## src/psr_readout.sv

```systemverilog
// Contract
// - Command bits are taken from the input on rising shift clock edges.
// - Output bits change on rising shift clock edges.
// - Output carries result or calibration data and also conversion status.
// - Seven commands: pressure, temperature, four calibration reads, reset.
// - Each of the six setup commands opens with three high start bits; the reset pattern opens 101.
// - Each command closes with three low stop bits.
// - A four bit setup field selects the data to read.
// - Conversion acknowledge raises output during the last stop bit.
// - Clock held low during conversion; output falls at completion.
// - Seventeen clocks after completion shift out the 16-bit result.
// - Readout may pause on a held clock and resumes at same bit.
// - The 21-bit reset pattern returns to idle from any state.
// - Pressure and temperature come back as raw 16-bit values.
// - Four 16-bit calibration words, read by four calibration commands.
// - One shared converter; sensing element powered only briefly.
`default_nettype none

package psr_pkg;
  localparam int WORD_W = 16;
  localparam int FIFO_DEPTH = 16;
  localparam int START_BITS = 3;
  localparam int SETUP_BITS = 4;
  localparam int STOP_BITS = 3;
  localparam int FRAME_BITS = START_BITS + SETUP_BITS + STOP_BITS;
  localparam int RESET_BITS = 21;
  localparam int ACK_CLOCKS = 2;
  localparam int READ_CLOCKS = 17;
  localparam logic [4:0] READ_LAST = 5'(READ_CLOCKS - 1);
  localparam logic [1:0] ACK_LAST = 2'(ACK_CLOCKS - 1);
  // Setup codes and reset pattern
  localparam logic [3:0] CODE_PRESS = 4'hC;
  localparam logic [3:0] CODE_TEMP = 4'hA;
  localparam logic [3:0] CODE_CAL1 = 4'h5;
  localparam logic [3:0] CODE_CAL3 = 4'h6;
  localparam logic [3:0] CODE_CAL2 = 4'h9;
  localparam logic [3:0] CODE_CAL4 = 4'h3;
  localparam logic [20:0] RESET_PATTERN = 21'h15_5540;
  localparam logic [15:0] CAL_WORD_RESET = 16'h0000;
  // Conversion timing in master clock ticks
  localparam int MCLK_HZ = 32768;
  localparam int CONV_TIME_US = 35000;
  localparam int ON_TIME_US = 2000;
  localparam int CONV_TICKS = int'((longint'(CONV_TIME_US) * MCLK_HZ)
    / 1000000);
  localparam int ON_TICKS = int'((longint'(ON_TIME_US) * MCLK_HZ)
    / 1000000);
  localparam logic [10:0] CONV_TICKS_W = 11'(CONV_TICKS);
  localparam logic [10:0] ON_TICKS_W = 11'(ON_TICKS);

  typedef enum logic [2:0] {
    PSR_IDLE,
    PSR_ACK,
    PSR_CONV,
    PSR_READ
  } psr_state_t;
endpackage : psr_pkg

module psr_readout
#(
  parameter logic [3:0] CODE_PRESS = psr_pkg::CODE_PRESS,
  parameter logic [3:0] CODE_TEMP = psr_pkg::CODE_TEMP,
  parameter logic [3:0] CODE_CAL1 = psr_pkg::CODE_CAL1,
  parameter logic [3:0] CODE_CAL3 = psr_pkg::CODE_CAL3,
  parameter logic [3:0] CODE_CAL2 = psr_pkg::CODE_CAL2,
  parameter logic [3:0] CODE_CAL4 = psr_pkg::CODE_CAL4,
  parameter logic [20:0] RESET_PATTERN = psr_pkg::RESET_PATTERN,
  parameter logic [15:0] CAL_CALIBRATION_WORD_FIRST = psr_pkg::CAL_WORD_RESET,
  parameter logic [15:0] CAL_WORD2 = psr_pkg::CAL_WORD_RESET,
  parameter logic [15:0] CAL_WORD3 = psr_pkg::CAL_WORD_RESET,
  parameter logic [15:0] CAL_CALIBRATION_WORD_LAST = psr_pkg::CAL_WORD_RESET,
  parameter int FIFO_DEPTH = psr_pkg::FIFO_DEPTH
)
(
  input wire logic clk,
  input wire logic nrst,
  input wire logic sclk,
  input wire logic din,
  input wire logic mclk,
  output var logic dout,
  input wire logic adc_valid,
  input wire logic [15:0] adc_data,
  output var logic adc_ready,
  output var logic adc_channel,
  output var logic sensor_power
);
  logic sclk_s1, sclk_s2, sclk_s3;
  logic din_s1, din_s2;
  logic mclk_s1, mclk_s2, mclk_s3;
  logic sclk_rise, mclk_tick;

  psr_pkg::psr_state_t state_reg;
  psr_pkg::psr_state_t state_next;
  logic [9:0] win_reg;
  logic [9:0] win_next;
  logic [20:0] hist_reg;
  logic [20:0] hist_next;
  logic [15:0] word_reg;
  logic [15:0] word_next;
  logic [4:0] bit_cnt_reg;
  logic [4:0] bit_cnt_next;
  logic [1:0] ack_cnt_reg;
  logic [1:0] ack_cnt_next;
  logic [10:0] tick_reg;
  logic [10:0] tick_next;
  logic dout_next, chan_next, power_next;
  logic [9:0] win_shift;
  logic [20:0] hist_shift;
  logic frame_ok, reset_hit;
  logic [3:0] setup;
  logic fifo_valid;
  logic fifo_pop;
  logic [15:0] fifo_data;

  // Word queue from the shared converter
  psr_fifo #(
    .WIDTH(psr_pkg::WORD_W),
    .DEPTH(FIFO_DEPTH)
  ) u_fifo (
    .clk(clk),
    .nrst(nrst),
    .in_valid(adc_valid),
    .in_ready(adc_ready),
    .in_data(adc_data),
    .out_valid(fifo_valid),
    .out_ready(fifo_pop),
    .out_data(fifo_data)
  );

  // Pin synchronisers and edge detection
  always_ff @(posedge clk or negedge nrst)
  begin
    if (!nrst)
    begin
      {sclk_s1, sclk_s2, sclk_s3} <= '0;
      {din_s1, din_s2} <= '0;
      {mclk_s1, mclk_s2, mclk_s3} <= '0;
    end
    else
    begin
      {sclk_s3, sclk_s2, sclk_s1} <= {sclk_s2, sclk_s1, sclk};
      {din_s2, din_s1} <= {din_s1, din};
      {mclk_s3, mclk_s2, mclk_s1} <= {mclk_s2, mclk_s1, mclk};
    end
  end

  assign sclk_rise = sclk_s2 && !sclk_s3;
  assign mclk_tick = mclk_s2 && !mclk_s3;

  assign win_shift = {win_reg[8:0], din_s2};
  assign hist_shift = {hist_reg[19:0], din_s2};
  assign setup = win_shift[6:3];
  assign frame_ok = (win_shift[9:7] == 3'b111)
    && (win_shift[2:0] == 3'b000);
  assign reset_hit = sclk_rise && (hist_shift == RESET_PATTERN);

  always_comb
  begin
    state_next = state_reg;
    win_next = win_reg;
    hist_next = hist_reg;
    word_next = word_reg;
    bit_cnt_next = bit_cnt_reg;
    ack_cnt_next = ack_cnt_reg;
    tick_next = tick_reg;
    dout_next = dout;
    chan_next = adc_channel;
    power_next = 1'b0;
    fifo_pop = 1'b0;
    if (sclk_rise)
    begin
      hist_next = hist_shift;
    end
    if (reset_hit)
    begin
      // Any state back to idle
      state_next = psr_pkg::PSR_IDLE;
      hist_next = '0;
      win_next = '0;
      dout_next = 1'b0;
    end
    else
    begin
      case (state_reg)
        psr_pkg::PSR_IDLE:
        begin
          if (sclk_rise)
          begin
            win_next = win_shift;
            if (frame_ok)
            begin
              win_next = '0;
              bit_cnt_next = '0;
              ack_cnt_next = '0;
              tick_next = '0;
              // Decode the six setup commands
              if (setup == CODE_PRESS || setup == CODE_TEMP)
              begin
                chan_next = (setup == CODE_TEMP);
                dout_next = 1'b1;
                state_next = psr_pkg::PSR_ACK;
              end
              else if (setup == CODE_CAL1 || setup == CODE_CAL3
                || setup == CODE_CAL2 || setup == CODE_CAL4)
              begin
                word_next = (setup == CODE_CAL1) ? CAL_CALIBRATION_WORD_FIRST
                  : (setup == CODE_CAL3) ? CAL_WORD3
                  : (setup == CODE_CAL2) ? CAL_WORD2 : CAL_CALIBRATION_WORD_LAST;
                state_next = psr_pkg::PSR_READ;
              end
            end
          end
        end
        psr_pkg::PSR_ACK:
        begin
          // Two trailing clocks after acknowledge
          if (sclk_rise)
          begin
            ack_cnt_next = ack_cnt_reg + 2'd1;
            if (ack_cnt_reg == psr_pkg::ACK_LAST)
            begin
              state_next = psr_pkg::PSR_CONV;
            end
          end
        end
        psr_pkg::PSR_CONV:
        begin
          power_next = (tick_reg < psr_pkg::ON_TICKS_W);
          if (mclk_tick && tick_reg < psr_pkg::CONV_TICKS_W)
          begin
            tick_next = tick_reg + 11'd1;
          end
          if (tick_reg >= psr_pkg::CONV_TICKS_W && fifo_valid)
          begin
            fifo_pop = 1'b1;
            word_next = fifo_data;
            dout_next = 1'b0;
            power_next = 1'b0;
            state_next = psr_pkg::PSR_READ;
          end
        end
        psr_pkg::PSR_READ:
        begin
          // Held clock simply freezes the shift
          if (sclk_rise)
          begin
            bit_cnt_next = bit_cnt_reg + 5'd1;
            if (bit_cnt_reg == psr_pkg::READ_LAST)
            begin
              dout_next = 1'b0;
              state_next = psr_pkg::PSR_IDLE;
            end
            else
            begin
              dout_next = word_reg[15];
              word_next = {word_reg[14:0], 1'b0};
            end
          end
        end
        default:
        begin
          state_next = psr_pkg::PSR_IDLE;
          dout_next = 1'b0;
        end
      endcase
    end
  end

  always_ff @(posedge clk or negedge nrst)
  begin
    if (!nrst)
    begin
      state_reg <= psr_pkg::PSR_IDLE;
      win_reg <= '0;
      hist_reg <= '0;
      word_reg <= '0;
      bit_cnt_reg <= '0;
      ack_cnt_reg <= '0;
      tick_reg <= '0;
      dout <= 1'b0;
      adc_channel <= 1'b0;
      sensor_power <= 1'b0;
    end
    else
    begin
      state_reg <= state_next;
      win_reg <= win_next;
      hist_reg <= hist_next;
      word_reg <= word_next;
      bit_cnt_reg <= bit_cnt_next;
      ack_cnt_reg <= ack_cnt_next;
      tick_reg <= tick_next;
      dout <= dout_next;
      adc_channel <= chan_next;
      sensor_power <= power_next;
    end
  end
endmodule : psr_readout

`default_nettype wire

```

## src/psr_fifo.sv

```systemverilog
`default_nettype none

module psr_fifo
#(
  parameter int WIDTH = 16,
  parameter int DEPTH = 16
)
(
  input wire logic clk,
  input wire logic nrst,
  input wire logic in_valid,
  output var logic in_ready,
  input wire logic [WIDTH-1:0] in_data,
  output var logic out_valid,
  input wire logic out_ready,
  output logic [WIDTH-1:0] out_data
);
  localparam int AW = (DEPTH > 1) ? $clog2(DEPTH) : 1;
  localparam logic [AW:0] DEPTH_W = (AW+1)'(DEPTH);
  localparam logic [AW-1:0] LAST_W = AW'(DEPTH - 1);

  logic [WIDTH-1:0] mem [DEPTH];
  logic [AW-1:0] wr_ptr_reg;
  logic [AW-1:0] wr_ptr_next;
  logic [AW-1:0] rd_ptr_reg;
  logic [AW-1:0] rd_ptr_next;
  logic [AW:0] count_reg;
  logic [AW:0] count_next;
  logic push;
  logic pop;

  assign push = in_valid && in_ready;
  assign pop = out_valid && out_ready;
  assign out_data = mem[rd_ptr_reg];

  always_comb
  begin
    wr_ptr_next = wr_ptr_reg;
    rd_ptr_next = rd_ptr_reg;
    count_next = count_reg;
    if (push)
    begin
      wr_ptr_next = (wr_ptr_reg == LAST_W) ? '0 : wr_ptr_reg + 1'b1;
    end
    if (pop)
    begin
      rd_ptr_next = (rd_ptr_reg == LAST_W) ? '0 : rd_ptr_reg + 1'b1;
    end
    if (push && !pop)
    begin
      count_next = count_reg + 1'b1;
    end
    else if (pop && !push)
    begin
      count_next = count_reg - 1'b1;
    end
  end

  always_ff @(posedge clk or negedge nrst)
  begin
    if (!nrst)
    begin
      wr_ptr_reg <= '0;
      rd_ptr_reg <= '0;
      count_reg <= '0;
      in_ready <= 1'b0;
      out_valid <= 1'b0;
    end
    else
    begin
      wr_ptr_reg <= wr_ptr_next;
      rd_ptr_reg <= rd_ptr_next;
      count_reg <= count_next;
      in_ready <= (count_next != DEPTH_W);
      out_valid <= (count_next != '0);
    end
  end

  always_ff @(posedge clk)
  begin
    if (push)
    begin
      mem[wr_ptr_reg] <= in_data;
    end
  end
endmodule : psr_fifo

`default_nettype wire

```

## config.mk

```make
export PLATFORM = sky130hd
export DESIGN_NAME = psr_readout
export DESIGN_NICKNAME = d
export VERILOG_FILES = /design/src/psr_readout.sv /design/src/psr_fifo.sv
export SDC_FILE = /design/constraint.sdc
export NUM_CORES = 1
export LEC_CHECK = 0
export BUFFER_PORTS_ARGS = -buffer_cell sky130_fd_sc_hd__buf_2
export CORE_MARGIN = 8
export CORE_UTILIZATION = 30
export CTS_BUF_LIST = sky130_fd_sc_hd__clkbuf_2
export DETAILED_ROUTE_END_ITERATION = 8
export PLACE_DENSITY = 0.42
export SYNTH_ARGS = -nofsm -noshare
export SYNTH_HDL_FRONTEND = slang
export SYNTH_SLANG_ARGS = --single-unit
export TNS_END_PERCENT = 30
```

## constraint.sdc

```tcl
create_clock -name clk -period 2.9 [get_ports clk]
set_clock_uncertainty 0.05 [all_clocks]
set_input_delay 0.145 -clock clk [delete_from_list [all_inputs] [get_ports clk]]
set_output_delay 0.145 -clock clk [all_outputs]
set_load 0.03 [all_outputs]
```

==> results by stage, run 1 <==
STA:
- Measured against its own limit, the worst slew margin works out to 43.7%.
- Setup repair after global routing left no endpoint under its margin.
- The part of the cycle the worst path needs is 87.4%.
- The final-report hold violation count is 0.
- The smallest clock period supported by the final layout is computed as 2.54 ns.
- The aggregate negative setup slack is 0 ns.
- The number of pins exceeding their max-slew limit in the final report is 0.
- The highest attainable clock frequency is 394 MHz.
- The transition time of the tightest slew-check pin is 0.841 ns.
- The number of setup violations in the final report is 0.
- Across all hold checks on the routed design, the worst slack comes to 0.150 ns.

Floorplan:
- The die extent in y is 235 µm.
- The overall die width is 235 µm.
- The effective utilization at floorplan is 30.3%.
- After floorplanning, the core was divided into 80 placement rows.
- The core area is 47500 µm².
- The die covers 55300 µm².
- The number of top-level design ports is 26.

Critical path:
- For the worst setup path, the data arrival time is 3.33 ns.
- The worst register-to-register path ends at bit_cnt_reg[2].
- In this run the worst path has a maximum fanout of 8.
- The worst setup path is captured at a flop.
- The required time of the worst setup path is 3.69 ns.
- The flop-to-flop setup slack is 0.36 ns.
- In this run the critical register-to-register path is launched from din_s2.
- The number of cell instances on the worst register-to-register path is 6.
- The kind of critical path is reg -> reg.
- The kind of launch point of the worst setup path is a flop.

Synthesis:
- The post-synthesis area per instance is 16.4 µm².
- The number of distinct library cell variants in the gate-level netlist after synthesis is 69.
- The number of warnings issued by yosys is 0.
- The async set or reset register ratio after synthesis is 26.2%.
- The post-synthesis sequential area ratio is 69.2%.
- The cell count after synthesis came out at 878.
- The number of flops mapped to enable cells by yosys is 256.
- The total standard cell area after synthesis is 14400 µm².
- The synthesis-stage register bit count is 347.
- The number of nets handed over by synthesis was 916.
- The most used flip-flop cell after synthesis is sky130_fd_sc_hd__edfxtp_1.

Clocking:
- The maximum buffer depth of the clock tree is 3.
- The number of gates resized after CTS is 0.
- Clock tree synthesis found a total of 347 sinks.
- The total of hold buffers inserted after clock tree synthesis is 42.
- In this run, CTS created clock tree buffers numbering 94.
- The register clock-pin slew on the reported worst setup and hold paths is 0.11 ns.
- The number of setup buffers added after CTS is 0.
- The worst-skew pair later-pin latency is 1.03 ns.
- The clock tree synthesis step divided the H-tree into 3 levels.
- The root buffer cell is sky130_fd_sc_hd__clkbuf_2.
- The TritonCTS clock tree is built.

GRT:
- The maximum number of pins on one net before global-route repair is 48.
- The wire length of the first global-routing pass is 52.8 mm.
- The initial antenna violation count came to 3.
- The number of global-route vias before repair is 8684.
- Global routing used 12.4% of the available tracks across all layers.
- After global routing the overflow that remains totals 0.

Cells and area:
- The net count of the finished layout is 1085.
- The number of flip-flops in the largest register is 256.
- From synthesis to final layout, the design area changed by 17.0%.
- The library cells used most frequently in the layout, excluding fill and tap cells, are 256 x sky130_fd_sc_hd__edfxtp_1, 139 x sky130_fd_sc_hd__clkbuf_2, 90 x sky130_fd_sc_hd__nand2_1, 89 x sky130_fd_sc_hd__dfrtp_1, 64 x sky130_fd_sc_hd__mux4_2.
- The most frequent standard cell in the layout excluding fill and tap cells is sky130_fd_sc_hd__edfxtp_1.
- The ratio of cells with drive above 1 in the final layout is 29.5%.

Pwr:
- Net switching is 28.9% of the power.
- Summed over all cells, the static leakage comes to 0.00622 µW.
- Sequential cells account for 56.6% of the total power.
- The switching power is 3100 µW.
- Dividing total power by cell area gives a power density of 636 nW/µm².
- The clock network burns 31.9% of the power.
- Cell internal power was estimated by the tool at 7610 µW.
- Total power for the finished layout comes to 10700 µW.
- The worst-case IR drop observed on VDD is 329 µV.
- Combinational logic burns 11.4% of the power.

Detailed routing:
- For this block, the initial DRC count from the detailed router was 503.
- Dividing the detail-routed wire length by the instance count gives 19.6 µm.
- The detail-routed via count per cell is 4.75.
- For this block, the via count after detailed routing is 8262.
- The number of optimization iterations in the first detailed-route pass is 4.
- For this block, the routed nets add up to 34.1 mm of wire.
- The residual antenna-violating net count after detailed routing is 0.
- The number of remaining DRC errors is 0.

Status:
- The flow ran to the end, and the final reports show no timing, DRC or antenna violations.

Hold path:
- In this run the worst hold path is classified as in -> async.

Placement:
- The routability congestion estimate from global placement is 0.725.
- Detailed placement finished with a half-perimeter wire length of 21.3 mm.
- The number of buffer cells added on primary ports is 25.

Flow run:
- The number of max-cap violations is 0.
cell type report:
class                           instances  area, µm²
Antenna cell                            2       5.00
Clock buffer                          139        696
Clock inverter                         32        159
Fill cell                            4555      30700
Inverter                               18       67.6
Multi-Input combinational cell        471       4160
Sequential cell                       347       9970
Tap cell                              615        769
Timing Repair Buffer                  115       1030
worst max-delay path: stages, from the launching register on:
cell and delay [ns]:
sky130_fd_sc_hd__dfrtp_1 0.43, sky130_fd_sc_hd__or4_4 0.53, sky130_fd_sc_hd__or2_4 0.25, sky130_fd_sc_hd__o221ai_1 0.53, sky130_fd_sc_hd__a21o_1 0.27, sky130_fd_sc_hd__nor3_1 0.08, sky130_fd_sc_hd__a211o_1 0.22
worst max-delay path by stage:
stage                         startpoint              to  depth (start not counted)
global route                 tick_reg[4]    state_reg[0]                          6
CTS                          hist_reg[0]  bit_cnt_reg[2]                          6
detailed placement  u_fifo.rd_ptr_reg[0]     word_reg[0]                          5
global placement    u_fifo.rd_ptr_reg[0]     word_reg[0]                          5
floorplan                    hist_reg[0]    word_reg[10]                          7
finish                            din_s2  bit_cnt_reg[2]                          6
synthesized netlist by cell type (all sizes together), types with 5 or more instances:
cell type	count	area, µm²
nor2	20	75.1
and3	8	50.1
or4	5	41.3
nand2b	10	62.6
nand4	8	50.1
mux2	20	263
nand2	91	344
o21ai	38	190
nor4	6	58.8
nand3	29	150
edfxtp	256	7690
dfrtp	91	2280
or3	5	41.3
a22o	18	158
ha	16	200
mux4	64	1440
buf	16	103
inv	18	67.6
nor3	7	35.0
xnor2	9	78.8
and2	15	96.3
a21oi	28	140
clkbuf	25	104
mux2i	22	220
metal layers:
metal | global-route usage, % | wire (µm)
met1 | 15.0 | 14900
met2 | 20.9 | 17000
met3 | 3.38 | 1370
met4 | 4.91 | 903
met5 | 0 | 12
power groups by stage:
stage	sequential, µW	combinational (µW)	clock, µW
floorplan	6070	761	0
finish	6060	1230	3420
CTS	6070	1260	3640
detailed placement	6170	1210	0
global placement	6170	1200	0
global route	6120	1360	3880
metrics by stage:
stage | cell area, µm² | setup slack [ns] | std cells | utilization, %
3_3_place_gp | 15600 | 0.296 | 1524 | 32.7
6_report | 16800 | 0.364 | 1739 | 35.4
4_1_cts | 16800 | 0.337 | 1737 | 35.4
3_5_place_dp | 15600 | 0.381 | 1524 | 32.7
5_1_grt | 16800 | 0.191 | 1739 | 35.4
2_1_floorplan | 14400 | 0.567 | 878 | -
cells by family after synthesis:
kind of cell | synth area share [%]
flip-flops | 69.2
AND/OR/NAND/NOR | 8.18
AO/OA/AOI/OAI | 5.17
multiplexers | 13.4
buffers and inverters | 1.97
adder cells (fa/ha/maj) | 1.47
XOR/XNOR | 0.669
(Power assumes the default switching activity.)
==> run 2: changes to the inputs <==
--- a/config.mk
+++ b/config.mk
@@ -5,6 +5,7 @@
 export SDC_FILE = /design/constraint.sdc
 export NUM_CORES = 1
 export LEC_CHECK = 0
+export ABC_AREA = 1
 export BUFFER_PORTS_ARGS = -buffer_cell sky130_fd_sc_hd__buf_2
 export CORE_MARGIN = 8
 export CORE_UTILIZATION = 30
==> run 2 against run 1 <==
Net effect:
- clock power grew 2%
- total power increased by 1.4%
- largest cell class unchanged
- area after synthesis increased by 1.7%
- non-clock buffer count stayed put
==> results by stage, run 2 <==
Status:
- The flow ran to the end, and the final reports show no timing, DRC or antenna violations.

Pwr:
- The maximum ir drop on the vdd rail is 296 µV.
- The fraction of power consumed by sequential logic is 55.8%.
- The net switching fraction of the power is 30.0%.
- For this design the ratio of total power to cell area is 636 nW/µm².
- The part of the power in combinational logic is 12.0%.
- The internal power is 7600 µW.
- The design draws 10900 µW.
- The leakage component of the power is 0.00644 µW.
- The switching power is 3260 µW.
- The clock network is responsible for 32.2% of the overall power.

Critical path:
- The worst setup path is captured at a flop.
- The number of cells on the critical path is 11.
- The most frequent cell on the critical path is sky130_fd_sc_hd__nand3_1.
- The buffer and inverter count on the worst path is 2.
- The data arrival at the endpoint of the critical path is 3.24 ns.
- STA classifies the critical path startpoint as a flop.
- The family with the most delay on the worst path is simple AND/OR/NAND/NOR gates.
- The largest individual stage delay along the critical path comes from the cell sky130_fd_sc_hd__dfrtp_1.
- The kind of critical path is reg -> reg.
- The maximum fanout encountered on the critical timing path is 32.
- In this design, the stage delay of the slowest critical-path cell is 0.43 ns.
- The worst register-to-register path has a depth of 11.
- The critical path goes through inv_1, ha_1, nand3_1, nand3b_1, a21boi_4, nor2_2, nor2_4, and3_1, buf_4, nand3_1, o21ai_0.
- The required time of the worst setup path is 3.78 ns.

Floorplan:
- The floorplan die area is 56100 µm².
- The number of top-level design ports is 26.
- The core region is 48500 µm².
- The initial utilization of the core area, before any placement, comes to 30.2%.
- After floorplanning, the core was divided into 81 placement rows.
- The overall die width is 237 µm.
- The floorplan step set the die height to 237 µm.

Detailed routing:
- Using the TritonRoute via totals, the vias-per-cell ratio works out to 4.79.
- The residual antenna-violating net count after detailed routing is 0.
- The total length of routed wires is 40.6 mm.
- For this block, wires on met1 add up to 18.5 mm.
- The DRC violation total after the first TritonRoute iteration is 644.
- Dividing the detail-routed wire length by the instance count gives 19.1 µm.
- In the routed design, unresolved DRC markers number 0.
- The routed length on met3 is 1.57 mm.
- The first TritonRoute pass finished after 5 iterations.
- Wire segments on met2 add up to 19.6 mm in the final route.
- The total vias in the final route is 10200.
- The highest layer used for signal routing is met4.

Cells and area:
- The net count of the finished layout is 1473.
- Leaving out fill and tap cells, the most frequent cell in the layout is sky130_fd_sc_hd__edfxtp_1.
- The area growth from synthesis to layout is 16.5%.
- In the final layout, the share of cells above drive strength 1 is 18.5%.
- The top cell types in the final layout, fill and taps aside, are 256 x sky130_fd_sc_hd__edfxtp_1, 197 x sky130_fd_sc_hd__o21ai_0, 172 x sky130_fd_sc_hd__nand2_1, 160 x sky130_fd_sc_hd__nor2_1, 146 x sky130_fd_sc_hd__clkbuf_2.
- The final standard cell area without fillers is 17100 µm².
- The register with the most flip-flops in the layout has 256 of them.

Clocking:
- The CTS H-tree depth is 3.
- The worst-skew pair later-pin latency is 1.08 ns.
- Clock-pin slew was measured on the worst setup and hold paths at 0.09 ns.
- After clock tree synthesis, the setup repair step added 0 buffers.
- The root buffer cell is sky130_fd_sc_hd__clkbuf_2.
- TritonCTS built the clock tree.
- The clock passes through at most 3 buffers.
- In this run, CTS created clock tree buffers numbering 97.
- The number of sinks on the clock net is 347.

Synthesis:
- In this run, synthesis inferred 256 flip-flops with an integrated enable.
- The synthesis-stage register bit count is 347.
- The synthesized design devotes to its leading area cell type 52.5% of total area.
- When the netlist entered floorplanning its net count stood at 1329.
- The number of warnings issued by yosys is 0.
- By instance count, the leading cell after synthesis is sky130_fd_sc_hd__edfxtp_1.
- The cell type with the largest total area after synthesis is sky130_fd_sc_hd__edfxtp_1.
- The post-synthesis sequential area ratio is 68.0%.
- After synthesis the cells add up to 14600 µm².
- The cell count after synthesis is 1291.
- The async set or reset register ratio after synthesis is 26.2%.
- Yosys attributes the largest share of cell area to sky130_fd_sc_hd__edfxtp_1 52%, sky130_fd_sc_hd__dfrtp_1 16%, sky130_fd_sc_hd__o21ai_0 6.7%.
- After synthesis, the most frequently instantiated cells are 256 x sky130_fd_sc_hd__edfxtp_1, 197 x sky130_fd_sc_hd__o21ai_0, 174 x sky130_fd_sc_hd__nor2_1.
- The average instance in the mapped netlist occupies 11.3 µm².
- The number of distinct library cell variants in the gate-level netlist after synthesis is 41.
- The most used flip-flop cell after synthesis is sky130_fd_sc_hd__edfxtp_1.

STA:
- Of the available clock period, the critical path in the final layout requires 81.4%.
- The number of setup violations in the final report is 0.
- The clock period could shrink to 2.36 ns.
- The number of pins exceeding their max-slew limit in the final report came to 0.
- Derived from the worst setup path, the maximum achievable clock frequency is 424 MHz.
- Adding up every negative setup slack in the final design gives 0 ns.
- At the pin with the least slew margin, the transition time is 0.813 ns.
- The post-route worst hold slack is 0.166 ns.
- The final-report hold violation count came to 0.
- Setup repair after global routing left no endpoint under its margin.
- After layout, the worst setup slack is 0.540 ns.
- The worst-case headroom to the max-slew limit is 45.5%.

Placement:
- Once placement finished, the instance area stood at 15800 µm².
- The routability congestion estimate from global placement is 0.748.
- The number of buffer cells added on primary ports is 25.
- The final HPWL from detailed placement is 23.4 mm.
- At the placement stage, the worst setup path has a slack of 0.559 ns.

GRT:
- The total routing resource utilization after global routing is 14.6%.
- The initial antenna violation count came to 1.
- The total congestion overflow after global routing is 0.
- The maximum number of pins on one net before global-route repair is 90.
- The number of global-route vias before repair is 10400.
- The first global-routing pass estimated 63.2 mm of wire.

Flow run:
- The number of max-cap violations is 0.

Hold path:
- The worst min-delay path class is in -> async.
-- run 2: what timing repair did --
action,in CTS,in global routing
resized for setup,0,0
endpoints found under the hold margin,506,0
hold buffers,43,0
-- run 2: metal layers --
layer / vias to the layer above / track usage (%)
met5: - / 0
met2: 190 / 23.9
li1: 4924 / -
met3: 78 / 3.34
met4: 0 / 5.06
met1: 5010 / 18.7
-- run 2: layout make-up --
class                   count  area (µm²)
clock buffers             146         731
flip-flops and latches    347        9970
repair buffers            115        1050
multi-input cells         792        4100
fillers                  4844       31500
clock inverters            25         118
diodes                      1        2.50
well taps                 622         778
inverters                  82         310
-- run 2: metrics by stage --
stage	utilization, %	instances
finish	35.2	2130
floorplan	-	1291
global route	35.2	2130
global placement	32.5	1915
detailed placement	32.5	1915
CTS	35.1	2129
-- run 2: cell families (layout without fill, tap and decap cells) --
family	count (synthesis)	count (layout)	synth area share, %
buffers and inverters	152	368	4.26
adders and majority gates	16	16	1.37
DFF	347	347	68.0
and+or+nand+nor	439	439	12.4
xor gates and xnor gates	18	18	1.08
AOI/OAI and AO/OA	318	318	12.8
muxes	1	1	0.0683
other	0	1	0
-- run 2: worst min-delay path, stage by stage --
cell	delay (ns)
sky130_fd_sc_hd__dlygate4sd3_1	0.52
sky130_fd_sc_hd__dlygate4sd3_1	0.54
sky130_fd_sc_hd__buf_4	0.17
sky130_fd_sc_hd__buf_12	0.22
-- run 2: power by group through the flow --
stage                     clock, µW  sequential [µW]  combinational (µW)
after CTS                      3690             6060                1340
after detailed placement          0             6160                1290
after floorplan                   0             6120                 719
after global placement            0             6160                1270
final                          3490             6060                1310
after global routing           3940             6110                1470
-- run 2: path summary, 6_finish.rpt --
| check | endpoint | slack, ns | start |
|---|---|---|---|
| min reg2reg | sclk_s2 | 0.29 | sclk_s1 |
| min | hist_reg[12] | 0.17 | nrst |
| max in group asynchronous | u_fifo.rd_ptr_reg[1] | 2.30 | nrst |
| min in group clk | mclk_s1 | 0.26 | mclk |
| max reg2reg | word_reg[0] | 0.54 | tick_reg[0] |
| max | word_reg[0] | 0.54 | tick_reg[0] |
==> run 3: changes to the inputs <==
--- a/config.mk
+++ b/config.mk
@@ -11,7 +11,7 @@
 export CORE_UTILIZATION = 30
 export CTS_BUF_LIST = sky130_fd_sc_hd__clkbuf_2
 export DETAILED_ROUTE_END_ITERATION = 8
-export PLACE_DENSITY = 0.42
+export PLACE_DENSITY = 0.44
 export SYNTH_ARGS = -nofsm -noshare
 export SYNTH_HDL_FRONTEND = slang
 export SYNTH_SLANG_ARGS = --single-unit
==> constraint.sdc (replaced) <==
create_clock -name clk -period 2 [get_ports clk]
set_clock_uncertainty 0.05 [all_clocks]
set_input_delay 0.1 -clock clk [delete_from_list [all_inputs] [get_ports clk]]
set_output_delay 0.1 -clock clk [all_outputs]
set_load 0.03 [all_outputs]
==> run 3 against run 2 <==
Net effect:
- the run now ends with negative setup slack left
- global-route usage is 0.35 points higher
- clock-buffer cell count fell by 1
- critical path type unchanged
- sequential power up 45%
- fmax rose by 17%
- highest routed layer unchanged
- cell area is 7.5% higher
- first-iteration DRC count decreased by 4.0%
- via count increased by 4.1%
==> results by stage, run 3 (synthesis results as in run 2) <==
Status:
- The flow ran to the end, but the final reports show violations.
- The checks that failed: negative setup slack.

Detailed routing:
- The detail-routed via count per cell is 4.80.
- The per-cell routed wire length is 19.0 µm.
- The final layout contains routed wiring with a total length of 42.1 mm.
- The number of remaining DRC errors is 0.
- The DRC violation total after the first TritonRoute iteration is 618.
- The residual antenna-violating net count after detailed routing is 0.
- The pre-antenna-repair detailed-routing pass consisted of 4 iterations.
- Across all layers, the routed design uses 10600 vias.

Cells and area:
- In the final layout, the share of cells above drive strength 1 is 26.2%.
- In the layout the commonest cells are 256 x sky130_fd_sc_hd__edfxtp_1, 161 x sky130_fd_sc_hd__nand2_1, 151 x sky130_fd_sc_hd__nor2_1, 145 x sky130_fd_sc_hd__clkbuf_2, 137 x sky130_fd_sc_hd__o21ai_0.
- At the end of the flow the core is filled with cells to 37.8%.
- Fill cells in the final layout number 4777.
- Compared with the post-synthesis result, the final layout area differs by 25.3%.
- The most frequent standard cell in the layout excluding fill and tap cells is sky130_fd_sc_hd__edfxtp_1.
- The net count of the finished layout is 1547.
- After routing the design area is 18300 µm².
- The register with the most flip-flops in the layout has 256 of them.

Critical path:
- Walking the worst path, the cells encountered are inv_2, ha_4, nand3_2, nand3b_1, a21boi_4, nor2_4, nor2_4, and3_4, clkbuf_16, nand2_1, o21ai_2.
- The buffer and inverter count on the worst path is 2.
- The most frequent cell on the critical path is sky130_fd_sc_hd__nor2_4.
- The kind of launch point of the worst setup path is a flop.
- STA classifies the critical path endpoint as a flop.
- The required time of the worst setup path is 2.92 ns.
- Broken down by cell family, the worst path's largest delay share belongs to simple AND/OR/NAND/NOR gates.
- In this design, the stage delay of the slowest critical-path cell is 0.39 ns.
- The maximum fanout encountered on the critical timing path is 8.
- For this design, the slowest cell found on the critical path is sky130_fd_sc_hd__dfrtp_1.
- The critical path is of the reg -> reg type.
- At the worst endpoint, the arrival time is 2.94 ns.

Floorplan:
- The number of top-level design ports is 26.
- The row count is 81.
- Measured along the y axis, the die boundary spans 237 µm.
- The overall die width is 237 µm.
- The effective utilization at floorplan is 30.2%.
- The core area is 48500 µm².
- The floorplan die area is 56100 µm².

GRT:
- The maximum number of pins on one net before global-route repair is 42.
- The initial antenna violation count was 2.
- The wire length of the first global-routing pass is 64.5 mm.
- The number of global-route vias before repair is 10600.
- The total routing resource utilization after global routing is 14.9%.
- For this run the aggregate overflow at the end of global routing stands at 0.

STA:
- The highest attainable clock frequency is 496 MHz.
- Across all setup checks in the final design, the least slack found is -0.0165 ns.
- For the pin with the worst max-slew slack, the measured transition is 0.697 ns.
- The number of setup violations in the final report is 7.
- The worst-case headroom to the max-slew limit is 53.4%.
- Setup repair after global routing could not meet its margin everywhere.
- The final critical-path required period is 2.02 ns.
- The aggregate negative setup slack is -0.0759 ns.
- The final critical path takes up 101% of the cycle.
- The final-report hold violation count is 0.
- The number of pins exceeding their max-slew limit in the final report is 0.

Placement:
- The final HPWL from detailed placement is 25.0 mm.
- The number of buffer cells added on primary ports is 25.
- The routability congestion estimate from global placement is 0.796.
- The placed standard-cell area is 16400 µm².
- Before CTS, the worst setup slack after placement is -0.0464 ns.

Clocking:
- The TritonCTS clock tree is built.
- In this run the number of H-tree levels came out at 3.
- The total CTS buffers is 96.
- After clock tree synthesis, the clock-pin slew on the worst setup and hold paths is 0.09 ns.
- Counting along the longest clock path gives a buffer depth of 3.
- The worst-skew pair later-pin latency is 1.08 ns.
- The cell sitting at the root of the clock tree is a sky130_fd_sc_hd__clkbuf_2.
- The number of sinks on the clock net is 347.

Flow run:
- The tool flagged a number of max-cap violations equal to 0.

Pwr:
- The leakage component of the power is 0.00705 µW.
- Dividing total power by cell area gives a power density of 888 nW/µm².
- The maximum ir drop on the vdd rail is 453 µV.

Hold path:
- The path class of the tightest hold or removal check is in -> reg.
==> run 3: stage by stage <==
| step | power, µW | std cells | hold slack (ns) |
|---|---|---|---|
| floorplan | 9930 | 1291 | -0.246 |
| global placement | 10900 | 1973 | 0.0886 |
| detailed placement | 10900 | 1973 | 0.0880 |
| CTS | 16500 | 2206 | 0.0408 |
| global route | 17200 | 2215 | 0.0365 |
| finish | 16300 | 2215 | 0.194 |
==> run 3: area by class of cell <==
type	count	area, µm²	area share, %
sequential	347	9970	54.4
multi-input combinational	792	4380	23.8
timing repair buffer	189	1960	10.7
tap	622	778	4.24
clock buffer	145	726	3.96
inverter	82	315	1.72
clock inverter	33	205	1.12
antenna	4	10.0	0.0546
timing repair inverter	1	6.26	0.0341
==> run 3: path summary, 6_finish.rpt <==
check	start	endpoint	slack [ns]	cells past startpoint
setup / recovery	tick_reg[0]	word_reg[14]	-0.02	11
setup reg to reg	tick_reg[0]	word_reg[14]	-0.02	11
hold reg to reg	din_s1	din_s2	0.30	0
hold / removal	sclk	sclk_s1	0.19	3
max in group asynchronous	nrst	hist_reg[19]	0.72	6
min in group asynchronous	nrst	u_fifo.rd_ptr_reg[0]	0.58	5
==> run 3: routing by layer <==
layer / track usage, % / share of wire, % / vias up
met2: 23.7 / 47 / 220
met1: 20.1 / 47 / 5226
li1: - / - / 5099
met3: 3.16 / 4.2 / 78
met4: 4.92 / 2.1 / 0
met5: 0 / 0 / -
==> run 3: worst register-to-register path, cell delays in order, from the launching register on <==
cell                        delay (ns)
sky130_fd_sc_hd__dfrtp_1          0.39
sky130_fd_sc_hd__inv_2            0.08
sky130_fd_sc_hd__ha_4             0.13
sky130_fd_sc_hd__nand3_2          0.06
sky130_fd_sc_hd__nand3b_1         0.24
sky130_fd_sc_hd__a21boi_4         0.26
sky130_fd_sc_hd__nor2_4           0.05
sky130_fd_sc_hd__nor2_4           0.10
sky130_fd_sc_hd__and3_4           0.30
sky130_fd_sc_hd__clkbuf_16        0.20
sky130_fd_sc_hd__nand2_1          0.07
sky130_fd_sc_hd__o21ai_2          0.05
==> run 3: power breakdown <==
part	internal, µW	switching [µW]
sequential	8470	327
clock	2240	3130
combinational	745	1380
total	11400	4840
==> run 3: what timing repair did <==
item,in CTS,in global routing
endpoints found under the setup margin,17,43
hold endpoints to repair,617,0
pin swaps,10,10
cloned,5,3
buffers inserted,6,2
gates resized for setup,62,85
hold buffers,44,0
